**config.mk**
```make
export PLATFORM = sky130hd
export DESIGN_NAME = pca_top
export DESIGN_NICKNAME = d
export VERILOG_FILES = /design/src/common/pca_pkg.sv /design/src/verilog/pca_top.sv /design/src/verilog/pca_chan.sv
export VERILOG_INCLUDE_DIRS = /design/src /design/src/common
export SDC_FILE = /design/constraint.sdc
export NUM_CORES = 1
export LEC_CHECK = 0
export BUFFER_PORTS_ARGS = -buffer_cell sky130_fd_sc_hd__clkbuf_2
export CAP_MARGIN = 20
export CORE_MARGIN = 4
export CORE_UTILIZATION = 50
export DETAILED_ROUTE_END_ITERATION = 6
export PLACE_DENSITY_LB_ADDON = 0.15
export RECOVER_POWER = 100
export SETUP_SLACK_MARGIN = 0.05
export SYNTH_ARGS = -nofsm -noshare
export SYNTH_HDL_FRONTEND = slang
export SYNTH_SLANG_ARGS = --single-unit
```
**constraint.sdc**
```tcl
create_clock -name clock -period 4 [get_ports clock]
set_input_delay 0.8 -clock clock [delete_from_list [all_inputs] [get_ports clock]]
set_output_delay 0.8 -clock clock [all_outputs]
set_load 0.005 [all_outputs]
```
**src/common/pca_defs.svh**
```systemverilog
`ifndef PCA_DEFS_SVH
`define PCA_DEFS_SVH

// Register indices; byte address is four times the index
`define PCA_IDX_ENABLE 5'h00
`define PCA_IDX_POLARITY 5'h01
`define PCA_IDX_CLKSEL 5'h02
`define PCA_IDX_PRESCALE 5'h03
`define PCA_IDX_ALIGN 5'h04
`define PCA_IDX_CTL 5'h05
`define PCA_IDX_SCALE_A 5'h08
`define PCA_IDX_SCALE_B 5'h09
`define PCA_IDX_CNT0 5'h0c
`define PCA_IDX_CNT3 5'h0f
`define PCA_IDX_PER0 5'h12
`define PCA_IDX_PER3 5'h15
`define PCA_IDX_DTY0 5'h18
`define PCA_IDX_DTY3 5'h1b

// Field positions
`define PCA_PRE_A_LSB 0
`define PCA_PRE_B_LSB 4
`define PCA_CONCAT_PAIR_LOWER_BIT 4
`define PCA_CONCAT_PAIR_UPPER_BIT 5

// Reset values and encodings
`define PCA_RESET_BYTE 8'h00
`define PCA_RESP_OKAY 2'h0
`define PCA_RESP_SLVERR 2'h2
`define PCA_SCALE_FULL 9'h100
`define PCA_PRE_ALL_ONES 8'h7f

`endif

```
**src/common/pca_pkg.sv**
```systemverilog
package pca_pkg;

typedef logic [7:0] pca_byte_t;
typedef logic [15:0] pca_word_t;
typedef logic [2:0] pca_pre_t;
typedef logic [8:0] pca_scnt_t;

endpackage

```
**src/verilog/pca_top.sv**
```systemverilog
// The AXI4-Lite slave port was left to the implementer.
`timescale 1ns/1ps
`include "pca_defs.svh"

module pca_top (
    input wire logic clock,
    input wire logic srst,
    input wire logic [7:0] s_axi_awaddr,
    input wire logic [2:0] s_axi_awprot,
    input wire logic s_axi_awvalid,
    output logic s_axi_awready,
    input wire logic [31:0] s_axi_wdata,
    input wire logic [3:0] s_axi_wstrb,
    input wire logic s_axi_wvalid,
    output logic s_axi_wready,
    output logic [1:0] s_axi_bresp,
    output logic s_axi_bvalid,
    input wire logic s_axi_bready,
    input wire logic [7:0] s_axi_araddr,
    input wire logic [2:0] s_axi_arprot,
    input wire logic s_axi_arvalid,
    output logic s_axi_arready,
    output logic [31:0] s_axi_rdata,
    output logic [1:0] s_axi_rresp,
    output logic s_axi_rvalid,
    input wire logic s_axi_rready,
    output logic [3:0] pwm_out
);

    // Configuration state
    logic [3:0] channel_enable_bit_q;
    logic [3:0] start_polarity_bit_q;
    logic [3:0] clock_select_q;
    logic [3:0] center_align_bit_q;
    logic [1:0] concat_q;
    pca_pkg::pca_pre_t prescale_field_a_q;
    pca_pkg::pca_pre_t prescale_field_b_q;
    pca_pkg::pca_byte_t scale_value_a_q;
    pca_pkg::pca_byte_t scale_value_b_q;
    pca_pkg::pca_byte_t period_q [4];
    pca_pkg::pca_byte_t duty_q [4];
    logic [3:0] channel_enable_bit_d;
    logic [3:0] start_polarity_bit_d;
    logic [3:0] clock_select_d;
    logic [3:0] center_align_bit_d;
    logic [1:0] concat_d;
    pca_pkg::pca_pre_t prescale_field_a_d;
    pca_pkg::pca_pre_t prescale_field_b_d;
    pca_pkg::pca_byte_t scale_value_a_d;
    pca_pkg::pca_byte_t scale_value_b_d;
    pca_pkg::pca_byte_t period_d [4];
    pca_pkg::pca_byte_t duty_d [4];

    // Bus state
    logic aw_full_q, aw_full_d, w_full_q, w_full_d;
    logic [7:0] waddr_q, waddr_d;
    pca_pkg::pca_byte_t wbyte_q, wbyte_d;
    logic wlane_q, wlane_d;
    logic awready_q, awready_d, wready_q, wready_d;
    logic bvalid_q, bvalid_d, arready_q, arready_d, rvalid_q, rvalid_d;
    logic [1:0] bresp_q, bresp_d, rresp_q, rresp_d;
    logic [31:0] rdata_q, rdata_d;
    logic wr_fire;
    logic [4:0] widx;
    logic [4:0] ridx;

    // Clock generation state
    logic [6:0] pre_cnt_q, pre_cnt_d;
    pca_pkg::pca_scnt_t scnt_a_q, scnt_a_d, scnt_b_q, scnt_b_d;
    logic tick_a, tick_b, tick_sa, tick_sb;
    logic [6:0] mask_a, mask_b;
    logic [9:0] load_a, load_b;
    logic [3:0] chan_tick;
    logic [3:0] chan_en;
    pca_pkg::pca_word_t chan_per [4];
    pca_pkg::pca_word_t chan_dty [4];
    pca_pkg::pca_word_t chan_cnt [4];

    function automatic logic mapped(input logic [7:0] a);
        logic [4:0] i;
        i = a[6:2];
        mapped = !a[7] && (i <= `PCA_IDX_CTL || i == `PCA_IDX_SCALE_A
            || i == `PCA_IDX_SCALE_B
            || (i >= `PCA_IDX_CNT0 && i <= `PCA_IDX_CNT3)
            || (i >= `PCA_IDX_PER0 && i <= `PCA_IDX_PER3)
            || (i >= `PCA_IDX_DTY0 && i <= `PCA_IDX_DTY3));
    endfunction

    assign widx = waddr_q[6:2];
    assign ridx = s_axi_araddr[6:2];
    assign wr_fire = aw_full_q && w_full_q && !bvalid_q;

    // Bus handshakes; one write and one read in flight at most
    always_comb begin
        aw_full_d = aw_full_q;
        w_full_d = w_full_q;
        waddr_d = waddr_q;
        wbyte_d = wbyte_q;
        wlane_d = wlane_q;
        bvalid_d = bvalid_q;
        bresp_d = bresp_q;
        rvalid_d = rvalid_q;
        rresp_d = rresp_q;
        rdata_d = rdata_q;
        if (s_axi_awvalid && awready_q) begin
            aw_full_d = 1'b1;
            waddr_d = s_axi_awaddr;
        end
        if (s_axi_wvalid && wready_q) begin
            w_full_d = 1'b1;
            wbyte_d = s_axi_wdata[7:0];
            wlane_d = s_axi_wstrb[0];
        end
        if (wr_fire) begin
            aw_full_d = 1'b0;
            w_full_d = 1'b0;
            bvalid_d = 1'b1;
            bresp_d = mapped(waddr_q) ? `PCA_RESP_OKAY : `PCA_RESP_SLVERR;
        end else if (bvalid_q && s_axi_bready) begin
            bvalid_d = 1'b0;
        end
        if (s_axi_arvalid && arready_q) begin
            rvalid_d = 1'b1;
            rresp_d = mapped(s_axi_araddr) ? `PCA_RESP_OKAY
                                           : `PCA_RESP_SLVERR;
            rdata_d = '0;
            if (mapped(s_axi_araddr)) begin
                unique case (ridx)
                    `PCA_IDX_ENABLE: rdata_d[3:0] = channel_enable_bit_q;
                    `PCA_IDX_POLARITY: rdata_d[3:0] = start_polarity_bit_q;
                    `PCA_IDX_CLKSEL: rdata_d[3:0] = clock_select_q;
                    `PCA_IDX_PRESCALE: begin
                        rdata_d[`PCA_PRE_A_LSB +: 3] = prescale_field_a_q;
                        rdata_d[`PCA_PRE_B_LSB +: 3] = prescale_field_b_q;
                    end
                    `PCA_IDX_ALIGN: rdata_d[3:0] = center_align_bit_q;
                    `PCA_IDX_CTL: rdata_d[`PCA_CONCAT_PAIR_UPPER_BIT:`PCA_CONCAT_PAIR_LOWER_BIT] =
                        concat_q;
                    `PCA_IDX_SCALE_A: rdata_d[7:0] = scale_value_a_q;
                    `PCA_IDX_SCALE_B: rdata_d[7:0] = scale_value_b_q;
                    default: begin
                        // Counters, periods and duties by channel index
                        if (ridx >= `PCA_IDX_DTY0) begin
                            rdata_d[7:0] = duty_q[ridx[1:0]];
                        end else if (ridx >= `PCA_IDX_PER0) begin
                            rdata_d[7:0] = period_q[2'(ridx - `PCA_IDX_PER0)];
                        end else begin
                            rdata_d[7:0] = chan_cnt[ridx[1:0]][7:0];
                        end
                    end
                endcase
            end
        end else if (rvalid_q && s_axi_rready) begin
            rvalid_d = 1'b0;
        end
        awready_d = !aw_full_d && !bvalid_d;
        wready_d = !w_full_d && !bvalid_d;
        arready_d = !rvalid_d;
    end

    always_ff @(posedge clock) begin
        if (srst) begin
            aw_full_q <= 1'b0;
            w_full_q <= 1'b0;
            waddr_q <= '0;
            wbyte_q <= `PCA_RESET_BYTE;
            wlane_q <= 1'b0;
            awready_q <= 1'b0;
            wready_q <= 1'b0;
            bvalid_q <= 1'b0;
            bresp_q <= `PCA_RESP_OKAY;
            arready_q <= 1'b0;
            rvalid_q <= 1'b0;
            rresp_q <= `PCA_RESP_OKAY;
            rdata_q <= '0;
        end else begin
            aw_full_q <= aw_full_d;
            w_full_q <= w_full_d;
            waddr_q <= waddr_d;
            wbyte_q <= wbyte_d;
            wlane_q <= wlane_d;
            awready_q <= awready_d;
            wready_q <= wready_d;
            bvalid_q <= bvalid_d;
            bresp_q <= bresp_d;
            arready_q <= arready_d;
            rvalid_q <= rvalid_d;
            rresp_q <= rresp_d;
            rdata_q <= rdata_d;
        end
    end

    // Register writes land the cycle after both channels are held
    always_comb begin
        channel_enable_bit_d = channel_enable_bit_q;
        start_polarity_bit_d = start_polarity_bit_q;
        clock_select_d = clock_select_q;
        center_align_bit_d = center_align_bit_q;
        concat_d = concat_q;
        prescale_field_a_d = prescale_field_a_q;
        prescale_field_b_d = prescale_field_b_q;
        scale_value_a_d = scale_value_a_q;
        scale_value_b_d = scale_value_b_q;
        period_d = period_q;
        duty_d = duty_q;
        if (wr_fire && wlane_q && mapped(waddr_q)) begin
            unique case (widx)
                `PCA_IDX_ENABLE: channel_enable_bit_d = wbyte_q[3:0];
                `PCA_IDX_POLARITY:
                    start_polarity_bit_d = wbyte_q[3:0];
                `PCA_IDX_CLKSEL:
                    clock_select_d = wbyte_q[3:0];
                `PCA_IDX_PRESCALE: begin
                    prescale_field_a_d = wbyte_q[`PCA_PRE_A_LSB +: 3];
                    prescale_field_b_d = wbyte_q[`PCA_PRE_B_LSB +: 3];
                end
                // Hardware does not guard a change on a running channel
                `PCA_IDX_ALIGN:
                    center_align_bit_d = wbyte_q[3:0];
                `PCA_IDX_CTL: concat_d =
                    wbyte_q[`PCA_CONCAT_PAIR_UPPER_BIT:`PCA_CONCAT_PAIR_LOWER_BIT];
                `PCA_IDX_SCALE_A: scale_value_a_d = wbyte_q;
                `PCA_IDX_SCALE_B: scale_value_b_d = wbyte_q;
                default: begin
                    // Counter writes are accepted and ignored
                    if (widx >= `PCA_IDX_DTY0) begin
                        duty_d[widx[1:0]] = wbyte_q;
                    end else if (widx >= `PCA_IDX_PER0) begin
                        period_d[2'(widx - `PCA_IDX_PER0)] = wbyte_q;
                    end
                end
            endcase
        end
    end

    always_ff @(posedge clock) begin
        if (srst) begin
            channel_enable_bit_q <= '0;
            start_polarity_bit_q <= '0;
            clock_select_q <= '0;
            center_align_bit_q <= '0;
            concat_q <= '0;
            prescale_field_a_q <= '0;
            prescale_field_b_q <= '0;
            scale_value_a_q <= `PCA_RESET_BYTE;
            scale_value_b_q <= `PCA_RESET_BYTE;
            for (int i = 0; i < 4; i++) begin
                period_q[i] <= `PCA_RESET_BYTE;
                duty_q[i] <= `PCA_RESET_BYTE;
            end
        end else begin
            channel_enable_bit_q <= channel_enable_bit_d;
            start_polarity_bit_q <= start_polarity_bit_d;
            clock_select_q <= clock_select_d;
            center_align_bit_q <= center_align_bit_d;
            concat_q <= concat_d;
            prescale_field_a_q <= prescale_field_a_d;
            prescale_field_b_q <= prescale_field_b_d;
            scale_value_a_q <= scale_value_a_d;
            scale_value_b_q <= scale_value_b_d;
            period_q <= period_d;
            duty_q <= duty_d;
        end
    end

    // Strobes instead of divided clocks keep one clock domain
    assign mask_a = 7'(`PCA_PRE_ALL_ONES >> (3'h7 - prescale_field_a_q));
    assign mask_b = 7'(`PCA_PRE_ALL_ONES >> (3'h7 - prescale_field_b_q));
    assign tick_a = (pre_cnt_q & mask_a) == mask_a;
    assign tick_b = (pre_cnt_q & mask_b) == mask_b;
    assign load_a = {(scale_value_a_q == '0) ? `PCA_SCALE_FULL
                     : {1'b0, scale_value_a_q}, 1'b0} - 10'h001;
    assign load_b = {(scale_value_b_q == '0) ? `PCA_SCALE_FULL
                     : {1'b0, scale_value_b_q}, 1'b0} - 10'h001;
    assign tick_sa = tick_a && scnt_a_q == '0;
    assign tick_sb = tick_b && scnt_b_q == '0;

    always_comb begin
        // Prescaler rests while every channel is off, saving power
        pre_cnt_d = (channel_enable_bit_q != '0) ? pre_cnt_q + 7'h01
                                                 : pre_cnt_q;
        scnt_a_d = scnt_a_q;
        scnt_b_d = scnt_b_q;
        if (tick_a) begin
            scnt_a_d = tick_sa ? load_a[8:0] : scnt_a_q - 9'h001;
        end
        if (tick_b) begin
            scnt_b_d = tick_sb ? load_b[8:0] : scnt_b_q - 9'h001;
        end
        // A scale write restarts its divider with the new value
        if (wr_fire && wlane_q && widx == `PCA_IDX_SCALE_A) begin
            scnt_a_d = {1'b0, wbyte_q} == '0 ? 9'h1ff
                : 9'({wbyte_q, 1'b0} - 9'h001);
        end
        if (wr_fire && wlane_q && widx == `PCA_IDX_SCALE_B) begin
            scnt_b_d = {1'b0, wbyte_q} == '0 ? 9'h1ff
                : 9'({wbyte_q, 1'b0} - 9'h001);
        end
    end

    always_ff @(posedge clock) begin
        if (srst) begin
            pre_cnt_q <= '0;
            scnt_a_q <= '0;
            scnt_b_q <= '0;
        end else begin
            pre_cnt_q <= pre_cnt_d;
            scnt_a_q <= scnt_a_d;
            scnt_b_q <= scnt_b_d;
        end
    end

    // Per-channel clock source and concatenation routing
    always_comb begin
        for (int n = 0; n < 4; n++) begin
            if (n < 2) begin
                chan_tick[n] = clock_select_q[n] ? tick_sa
                                                 : tick_a;
            end else begin
                chan_tick[n] = clock_select_q[n] ? tick_sb
                                                 : tick_b;
            end
            chan_en[n] = channel_enable_bit_q[n];
            chan_per[n] = {8'h00, period_q[n]};
            chan_dty[n] = {8'h00, duty_q[n]};
            if (concat_q[n / 2]) begin
                if (n % 2 == 0) begin
                    chan_en[n] = 1'b0;
                end else begin
                    chan_per[n] = {period_q[n - 1], period_q[n]};
                    chan_dty[n] = {duty_q[n - 1], duty_q[n]};
                end
            end
        end
    end

    for (genvar g = 0; g < 4; g++) begin : g_chan
        pca_chan u_chan (
            .clock(clock),
            .srst(srst),
            .tick(chan_tick[g]),
            .channel_enable_bit(chan_en[g]),
            .start_polarity_bit(start_polarity_bit_q[g]),
            .center_align_bit(center_align_bit_q[g]),
            .period(chan_per[g]),
            .duty(chan_dty[g]),
            .count_q(chan_cnt[g]),
            .out_q(pwm_out[g])
        );
    end

    assign s_axi_awready = awready_q;
    assign s_axi_wready = wready_q;
    assign s_axi_bvalid = bvalid_q;
    assign s_axi_bresp = bresp_q;
    assign s_axi_arready = arready_q;
    assign s_axi_rvalid = rvalid_q;
    assign s_axi_rresp = rresp_q;
    assign s_axi_rdata = rdata_q;

endmodule

```
**src/verilog/pca_chan.sv**
```systemverilog
`timescale 1ns/1ps

module pca_chan (
    input wire logic clock,
    input wire logic srst,
    input wire logic tick,
    input wire logic channel_enable_bit,
    input wire logic start_polarity_bit,
    input wire logic center_align_bit,
    input wire pca_pkg::pca_word_t period,
    input wire pca_pkg::pca_word_t duty,
    output pca_pkg::pca_word_t count_q,
    output logic out_q
);

    logic running_q;
    logic running_d;
    logic down_q;
    logic down_d;
    logic out_d;
    pca_pkg::pca_word_t count_d;

    always_comb begin
        running_d = running_q;
        count_d = count_q;
        down_d = down_q;
        if (!channel_enable_bit) begin
            running_d = 1'b0;
            count_d = '0;
            down_d = 1'b0;
        end else if (tick) begin
            // Waveform waits for the first edge of its clock source
            running_d = 1'b1;
            if (running_q && period != '0) begin
                if (center_align_bit) begin
                    if (!down_q) begin
                        if (count_q >= period) begin
                            down_d = 1'b1;
                            count_d = count_q - 16'h0001;
                        end else begin
                            count_d = count_q + 16'h0001;
                        end
                    end else if (count_q == '0) begin
                        down_d = 1'b0;
                        count_d = 16'h0001;
                    end else begin
                        count_d = count_q - 16'h0001;
                    end
                end else begin
                    down_d = 1'b0;
                    if (count_q >= period - 16'h0001) begin
                        count_d = '0;
                    end else begin
                        count_d = count_q + 16'h0001;
                    end
                end
            end
        end
        // Polarity read live, so a change may clip one pulse
        if (!running_q) begin
            out_d = 1'b0;
        end else if (count_q < duty) begin
            out_d = start_polarity_bit;
        end else begin
            out_d = ~start_polarity_bit;
        end
    end

    always_ff @(posedge clock) begin
        if (srst) begin
            running_q <= 1'b0;
            count_q <= '0;
            down_q <= 1'b0;
            out_q <= 1'b0;
        end else begin
            running_q <= running_d;
            count_q <= count_d;
            down_q <= down_d;
            out_q <= out_d;
        end
    end

endmodule

```
* Yosys cells after proc, flatten, opt, wreduce, memory -nomap -nowiden
Cells that the tools add are included.
** Storage, ports and cells
- Input port bits :: 65
- Logic and storage cells :: 324
- Register bits after elaboration :: 241
- Output and inout bits :: 45
** Cells by class
- Eq/ne operators :: 16
- Mux-type cells :: 92
- Bitwise operators :: 20
- Shifts and indexed selects :: 2
- Order comparisons :: 32
- $add $sub $neg :: 22
- Reductions and logical operators :: 91
** Operators by type and width (count)
- 16-bit 2-to-1 mux :: 24
- 8-bit 2-to-1 mux :: 13
- 16-bit >= comparator :: 6
- 16-bit by 1-bit subtractor with 16-bit output (second input constant) :: 6
- 16-bit by 1-bit adder with 16-bit output (second input constant) :: 4
- 32-bit bitwise mux :: 2
- 16-bit zero test :: 4
- 16-bit nonzero test :: 4
- 9-bit 2-to-1 mux :: 7
- 9-bit by 1-bit subtractor with 9-bit output (second input constant) :: 5
- 1-bit 2-to-1 mux :: 34
- 16-bit binary-select mux with 2-bit select :: 1
- 8-bit binary-select mux with 2-bit select :: 2
- 8-bit demux with 2-bit select :: 2
- 16-bit by 8-bit >= comparator with 1-bit output :: 2
- 16-bit less-than comparator :: 2
- 16-bit by 8-bit less-than comparator with 1-bit output :: 2
- 1-bit logical AND :: 29
- 8-bit zero test :: 3
- 3-bit one-hot mux with 8 select lines :: 1
- 2-bit AND reduction :: 12
- 5-bit by 2-bit == test with 1-bit output (second input constant) :: 4
- 5-bit by 3-bit == test with 1-bit output (second input constant) :: 4
- 5-bit by 4-bit == test with 1-bit output (second input constant) :: 4
- other kinds (35) :: 98

* Logic depth before layout (Yosys ltp)
- Word-level depth :: 9
- Gate-level depth with buffers :: 17
- Depth with buffers taken out :: 15

* Hierarchy
From an unflattened synthesis, not the netlist that was laid out.
** Unflattened totals
- Cells, all modules :: 2633
- Area, all modules :: 20653.6 µm²
** Modules (own cells, without submodules)
- pca_chan (g_chan[0].u_chan ...) :: instances 3, area an instance 2964.1 µm², cells each 402, seq. area each 380.4 µm²
- pca_top :: instances 1, area an instance 8625.8 µm², cells each 1016, seq. area each 3223.1 µm²
- pca_chan (g_chan[2].u_chan) :: instances 1, area an instance 3135.5 µm², cells each 411, seq. area each 380.4 µm²

* Worst setup path before layout
Ideal clock, no wire load.
- Kind :: register -> register
- From :: register period_q[18] (netlist bit)
- To :: register g_chan[1].u_chan.count_q[14]
- Arrival time :: 3.474 ns
- Setup slack :: 0.456 ns
- Library setup time :: 0.071 ns
- Cell stages (with the launch flop) :: 16
- Buffers on the path :: 0
- Required time :: 3.929 ns
- Period minus slack after synthesis :: 3.544 ns
- Path through :: dfxtp_1 -> nor3_1 -> nand3_1 -> nor4_1 -> nand3_1 -> a21oi_1 -> nand2_1 -> xnor2_1 -> ha_1 -> nand4_1 -> nor2_1 -> a211o_1 -> o22ai_1 -> a22oi_1 -> or3_1 -> a21oi_1
** On the way
- Longest elaborated chain between the ends :: 5
- Elaborated cells on any way between the ends :: 11
- Those cells by class :: add/sub: 1; order compare: 2; mux: 5; reduce/logical: 3
** RTL lines
- from (decl) :: line pca_top.sv:40 : pca_pkg::pca_byte_t period_q [4];
- from (signal, indexed assignment) :: line pca_top.sv:248 : period_q[i] <= `PCA_RESET_BYTE;
- from (signal assigned) :: line pca_top.sv:261 : period_q <= period_d;
- 16-bit 2-to-1 mux (*) :: line pca_top.sv:326 : if (concat_q[n / 2]) begin
- 16-bit by 1-bit subtractor with 16-bit output or 16-bit >= comparator (tied branches) :: line pca_chan.sv:51, pca_chan.sv:37
- 16-bit >= comparator or 16-bit 2-to-1 mux (tied branches) :: line pca_chan.sv:51, pca_chan.sv:37
- 16-bit 2-to-1 mux, on equally long branches :: line pca_chan.sv:51, pca_chan.sv:36
- 16-bit 2-to-1 mux :: line pca_chan.sv:35 : if (center_align_bit) begin
- to (signal assigned) :: line pca_chan.sv:77 : count_q <= count_d;
- to (decl) :: line pca_chan.sv:12 : output pca_pkg::pca_word_t count_q,
Every way passes the cells marked *; elsewhere a longest branch is shown, timed or not.
A chain may end at the register's enable or synchronous reset.

* Final worst setup path
- From :: register period_q[10] (netlist bit)
- To :: register g_chan[2].u_chan.count_q[3]
** On the way
- Longest elaborated chain between the ends :: 4
- Elaborated cells on any way between the ends :: 10
- Those cells by class :: add/sub: 1; order compare: 2; mux: 4; reduce/logical: 3
** RTL lines (line)
- 8-bit by 1-bit subtractor with 9-bit output or 16-bit by 8-bit >= comparator with 1-bit output (tied branches) :: pca_chan.sv:51, pca_chan.sv:37
- 16-bit >= comparator or 16-bit 2-to-1 mux (tied branches) :: pca_chan.sv:51, pca_chan.sv:37
- 16-bit 2-to-1 mux, on equally long branches :: pca_chan.sv:51, pca_chan.sv:36
- 16-bit 2-to-1 mux :: pca_chan.sv:35
- to (signal assigned) :: pca_chan.sv:77
- to (decl) :: pca_chan.sv:12
Several ways; a longest one is shown, not always the timed one.

==> impl_metrics.ini <==
[critical_path]
critical_path_cell_count = 13
critical_path.max_stage_delay_ns = 0.62
regToRegStartpoint = period_q[10]
startpoint_type = flip-flop
crit_type = reg2reg
crit_start = period_q[10]
worstPathBufferInverterCount = 1
critPathTopFamily = compound AO/OA/AOI/OAI gates
timing.critical_path.arrival_ns = 4.20
critical-path-slowest-cell = sky130_fd_sc_hd__or4_1
crit_fanout = 8
worstPathRequired_ns = 4.42
setup.worst_path.end_class = flip-flop
cp_cell_sequence = or4_1 -> nor3_1 -> nand2_1 -> ha_1 -> nand2_1 -> nor2_1 -> o211ai_1 -> o211ai_1 -> a21boi_1 -> clkbuf_1 -> o21ai_0 -> a32oi_1 -> o22ai_1
register_to_register_path_depth = 13

[logic_synthesis]
yosys_most_used_dff = sky130_fd_sc_hd__dfxtp_1
netlist_top_cells_area = sky130_fd_sc_hd__dfxtp_1, sky130_fd_sc_hd__ha_1, sky130_fd_sc_hd__mux2i_1
synth_cells = 2389
yosysWarningCount = 0
syn-mean-instance-area_um2 = 7.764
count_of_unique_library_cells_instantiated_by_yosys = 91
synth.cell_area_um2 = 18550
synth_seq_area_share_pct = 25.58
synth_seq_cells = 237
synth_largest_type_area_fraction_pct = 25.58
synthDominantAreaCellType = sky130_fd_sc_hd__dfxtp_1
synth-async-reset-ratio_pct = 0
number_of_enable_flip_flop_cells_after_synthesis = 0

[floorplan]
fp.coreArea_um2 = 36610
dieArea_um2 = 40240
num_rows = 70
floorplan.initialDensity_pct = 50.67
io_pins = 110
die_h_um = 200.6
fp.dieW_um = 200.6

[finish]
final_antenna_diode_count = 0
finish.cell_count_without_fillers = 2873
synthToLayoutAreaGrowth_pct = 7.993
postLayoutCoreUtil_pct = 54.72
final_layout_size_suffix_gt1_share_pct = 7.817
fillerInstances = 3457
finalNetCount = 2628

[timing]
report.final.slew_viol_count = 139
setup_violations = 0
finalHoldViolations = 0
post-route-min-period_ns = 3.778
final.setup.tns_ns = 0
final.setup_skew_ns = 0.01407
rsz0062_at_grt = no
maxSlewHeadroom_pct = -105.9
worst_tran_pin_value_ns = 3.089
timing.final.crit_share_pct = 94.44
timing.fmax_ghz = 0.2647

[clocking]
post-cts-setup-buffer-count = 0
clk-insertion-delay-late_ns = 0.58
clock_path_buffers = 3
worst_path_clk_slew_ns = 0.06
clk_tree_root_cell = sky130_fd_sc_hd__clkbuf_16
tritoncts_clock_tree = built
tritoncts_num_sinks = 237
cts_inserted_buffers = 29
htree_num_levels = 1

[global_route]
grt_overflow = 0
largest_net_degree_at_the_start_of_global_routing = 70
first_global_vias = 16855
grt_pass1_wl_um = 91310
grt_antenna_before_repair = 0
grt_use_total_pct = 27.14

[placed_design]
placement.io_buffers = 46
place.detailed.hpwl_um = 42150
dp.cells = 2821
place.gp.congestion = 0.9310

[pwr]
power.leakage_nw = 7.827
max-vdd-ir-drop_mv = 0.3355
cell_pwr_density_nw_per_um2 = 293.3
power.total_mw = 5.875

[routing]
post_drt_wl_per_cell_um = 19.90
via_density_per_instance = 6.234
final_antenna_net_count = 0
drc_violations = 0
drt_wl_total_um = 57170
drt_first_iter_violations = 1542
vias = 17911
drtPass1Iterations = 5

[outcome]
failed_checks = capacitance limit, slew limit
outcome = complete, but fails checks

[run]
drv.max_cap_violation_count = 2

[worst_hold_path]
hold_path_depth = 3
hp-start = s_axi_wdata[7]
hp-class = in2reg
-- timing repair --
action,4_1_cts,5_1_grt
hold buffers,0,0
resized for setup,0,5
hold endpoints to repair,0,0
endpoints found under the setup margin,0,16
-- cell usage in the layout (no fill, tap or decap), types with 31 or more instances in the layout --
| cell | Yosys | final |
|---|---|---|
| sky130_fd_sc_hd__a211oi_1 | 38 | 37 |
| sky130_fd_sc_hd__buf_4 | 31 | 49 |
| sky130_fd_sc_hd__clkbuf_2 | 2 | 34 |
| sky130_fd_sc_hd__nand2_1 | 231 | 231 |
| sky130_fd_sc_hd__nor2_1 | 240 | 243 |
| sky130_fd_sc_hd__o21ai_0 | 122 | 123 |
| sky130_fd_sc_hd__xnor2_1 | 44 | 44 |
| sky130_fd_sc_hd__nand3_1 | 104 | 103 |
| sky130_fd_sc_hd__inv_1 | 109 | 109 |
| sky130_fd_sc_hd__and3_1 | 32 | 32 |
| sky130_fd_sc_hd__a21oi_1 | 189 | 189 |
| sky130_fd_sc_hd__nor3_1 | 90 | 90 |
| sky130_fd_sc_hd__ha_1 | 179 | 179 |
| sky130_fd_sc_hd__mux2i_1 | 97 | 97 |
| sky130_fd_sc_hd__dfxtp_1 | 237 | 237 |
| sky130_fd_sc_hd__clkbuf_1 | 114 | 31 |
-- worst paths after layout --
path / to / slack, ns
hold / removal: wbyte_q[7] / 0.44
setup / recovery: g_chan[2].u_chan.count_q[3] / 0.22
setup reg to reg: g_chan[2].u_chan.count_q[3] / 0.22
hold reg to reg: s_axi_rdata[3] / 0.45
-- worst min-delay path, delay by kind of cell --
family | cells | cell delay [ns]
AO/OA/AOI/OAI | 1 | 0.05
buffers and inverters | 1 | 0.08
AND/OR/NAND/NOR | 1 | 0.05
-- report_power, final --
group / total, mW / switching [mW] / internal [mW]
registers: 2.55 / 0.100 / 2.45
clock network: 2.67 / 1.11 / 1.56
logic: 0.655 / 0.394 / 0.261
-- cell usage after synthesis, drive strengths merged (20+ instances only) --
| library cell | instances |
|---|---|
| nor2 | 243 |
| dfxtp | 237 |
| nand2 | 232 |
| a21oi | 190 |
| ha | 179 |
| o21ai | 129 |
| clkbuf | 116 |
| inv | 109 |
| nand3 | 106 |
| mux2i | 97 |
| nor3 | 92 |
| buf | 55 |
| xnor2 | 44 |
| a211oi | 38 |
| nor4 | 33 |
| and3 | 32 |
| a31oi | 27 |
| nand2b | 27 |
| a22oi | 26 |
| mux4 | 24 |
| a21o | 22 |
| nand4 | 21 |
| nor2b | 20 |
-- per-stage QoR --
step           hold WS (ns)  setup WS [ns]  instance area [µm²]
3_3_place_gp         0.4399         0.2061                19160
2_1_floorplan        0.4257         0.4559                18640
5_1_grt              0.4404        0.03612                20030
6_report             0.4396         0.2224                20030
3_5_place_dp         0.4458         0.1801                19160
4_1_cts              0.4244         0.1475                20120
-- per-layer routing --
metal  global-route usage (%)  share of wire [%]  vias to the layer above  wire length (µm)
met4                    8.112                3.0                        0              1742
met1                    38.31                 44                     8494             25390
met5                        0                  0                        -                 0
met3                    4.136                7.6                       98              4369
met2                    43.11                 45                      648             25670
li1                         -                  -                     8671                 -
-- cell families (layout without fill, tap and decap cells) --
family | count (synthesis) | in the layout | share of synthesized area (%)
adder cells (fa/ha/maj) | 180 | 180 | 12.13
XOR/XNOR | 62 | 62 | 2.927
multiplexers | 126 | 126 | 8.452
AND/OR/NAND/NOR | 889 | 889 | 23.10
AO/OA/AOI/OAI | 614 | 614 | 21.30
buffers and inverters | 280 | 271 | 6.496
flip-flops | 237 | 237 | 25.58
other | 1 | 26 | 0.02022
-- layout make-up --
type                            count  area (µm²)  share of cell area, %
Timing Repair Buffer              110       646.9                  3.229
Multi-Input combinational cell   1897       12680                  63.30
Sequential cell                   237        4745                  23.69
Clock buffer                       39       813.3                  4.060
Inverter                          109       409.1                  2.042
Clock inverter                     13       151.4                 0.7558
Tap cell                          468       585.6                  2.923
-- sequential cells by signal (all words and copies together), names as in the netlist, 2 cells and up --
| name | flops |
|---|---|
| prescale_field_a_q | 3 |
| duty_q | 32 |
| concat_q | 2 |
| center_align_bit_q | 4 |
| g_chan.u_chan.down_q | 4 |
| period_q | 32 |
| channel_enable_bit_q | 4 |
| pre_cnt_q | 7 |
| g_chan.u_chan.count_q | 64 |
| waddr_q | 6 |
| scnt_b_q | 9 |
| scale_value_b_q | 8 |
| wbyte_q | 8 |
| prescale_field_b_q | 3 |
| g_chan.u_chan.out_q | 4 |
| scnt_a_q | 9 |
| start_polarity_bit_q | 4 |
| g_chan.u_chan.running_q | 4 |
| clock_select_q | 4 |
| s_axi_rdata | 8 |
| scale_value_a_q | 8 |
Power figures use the tool's default switching activity.
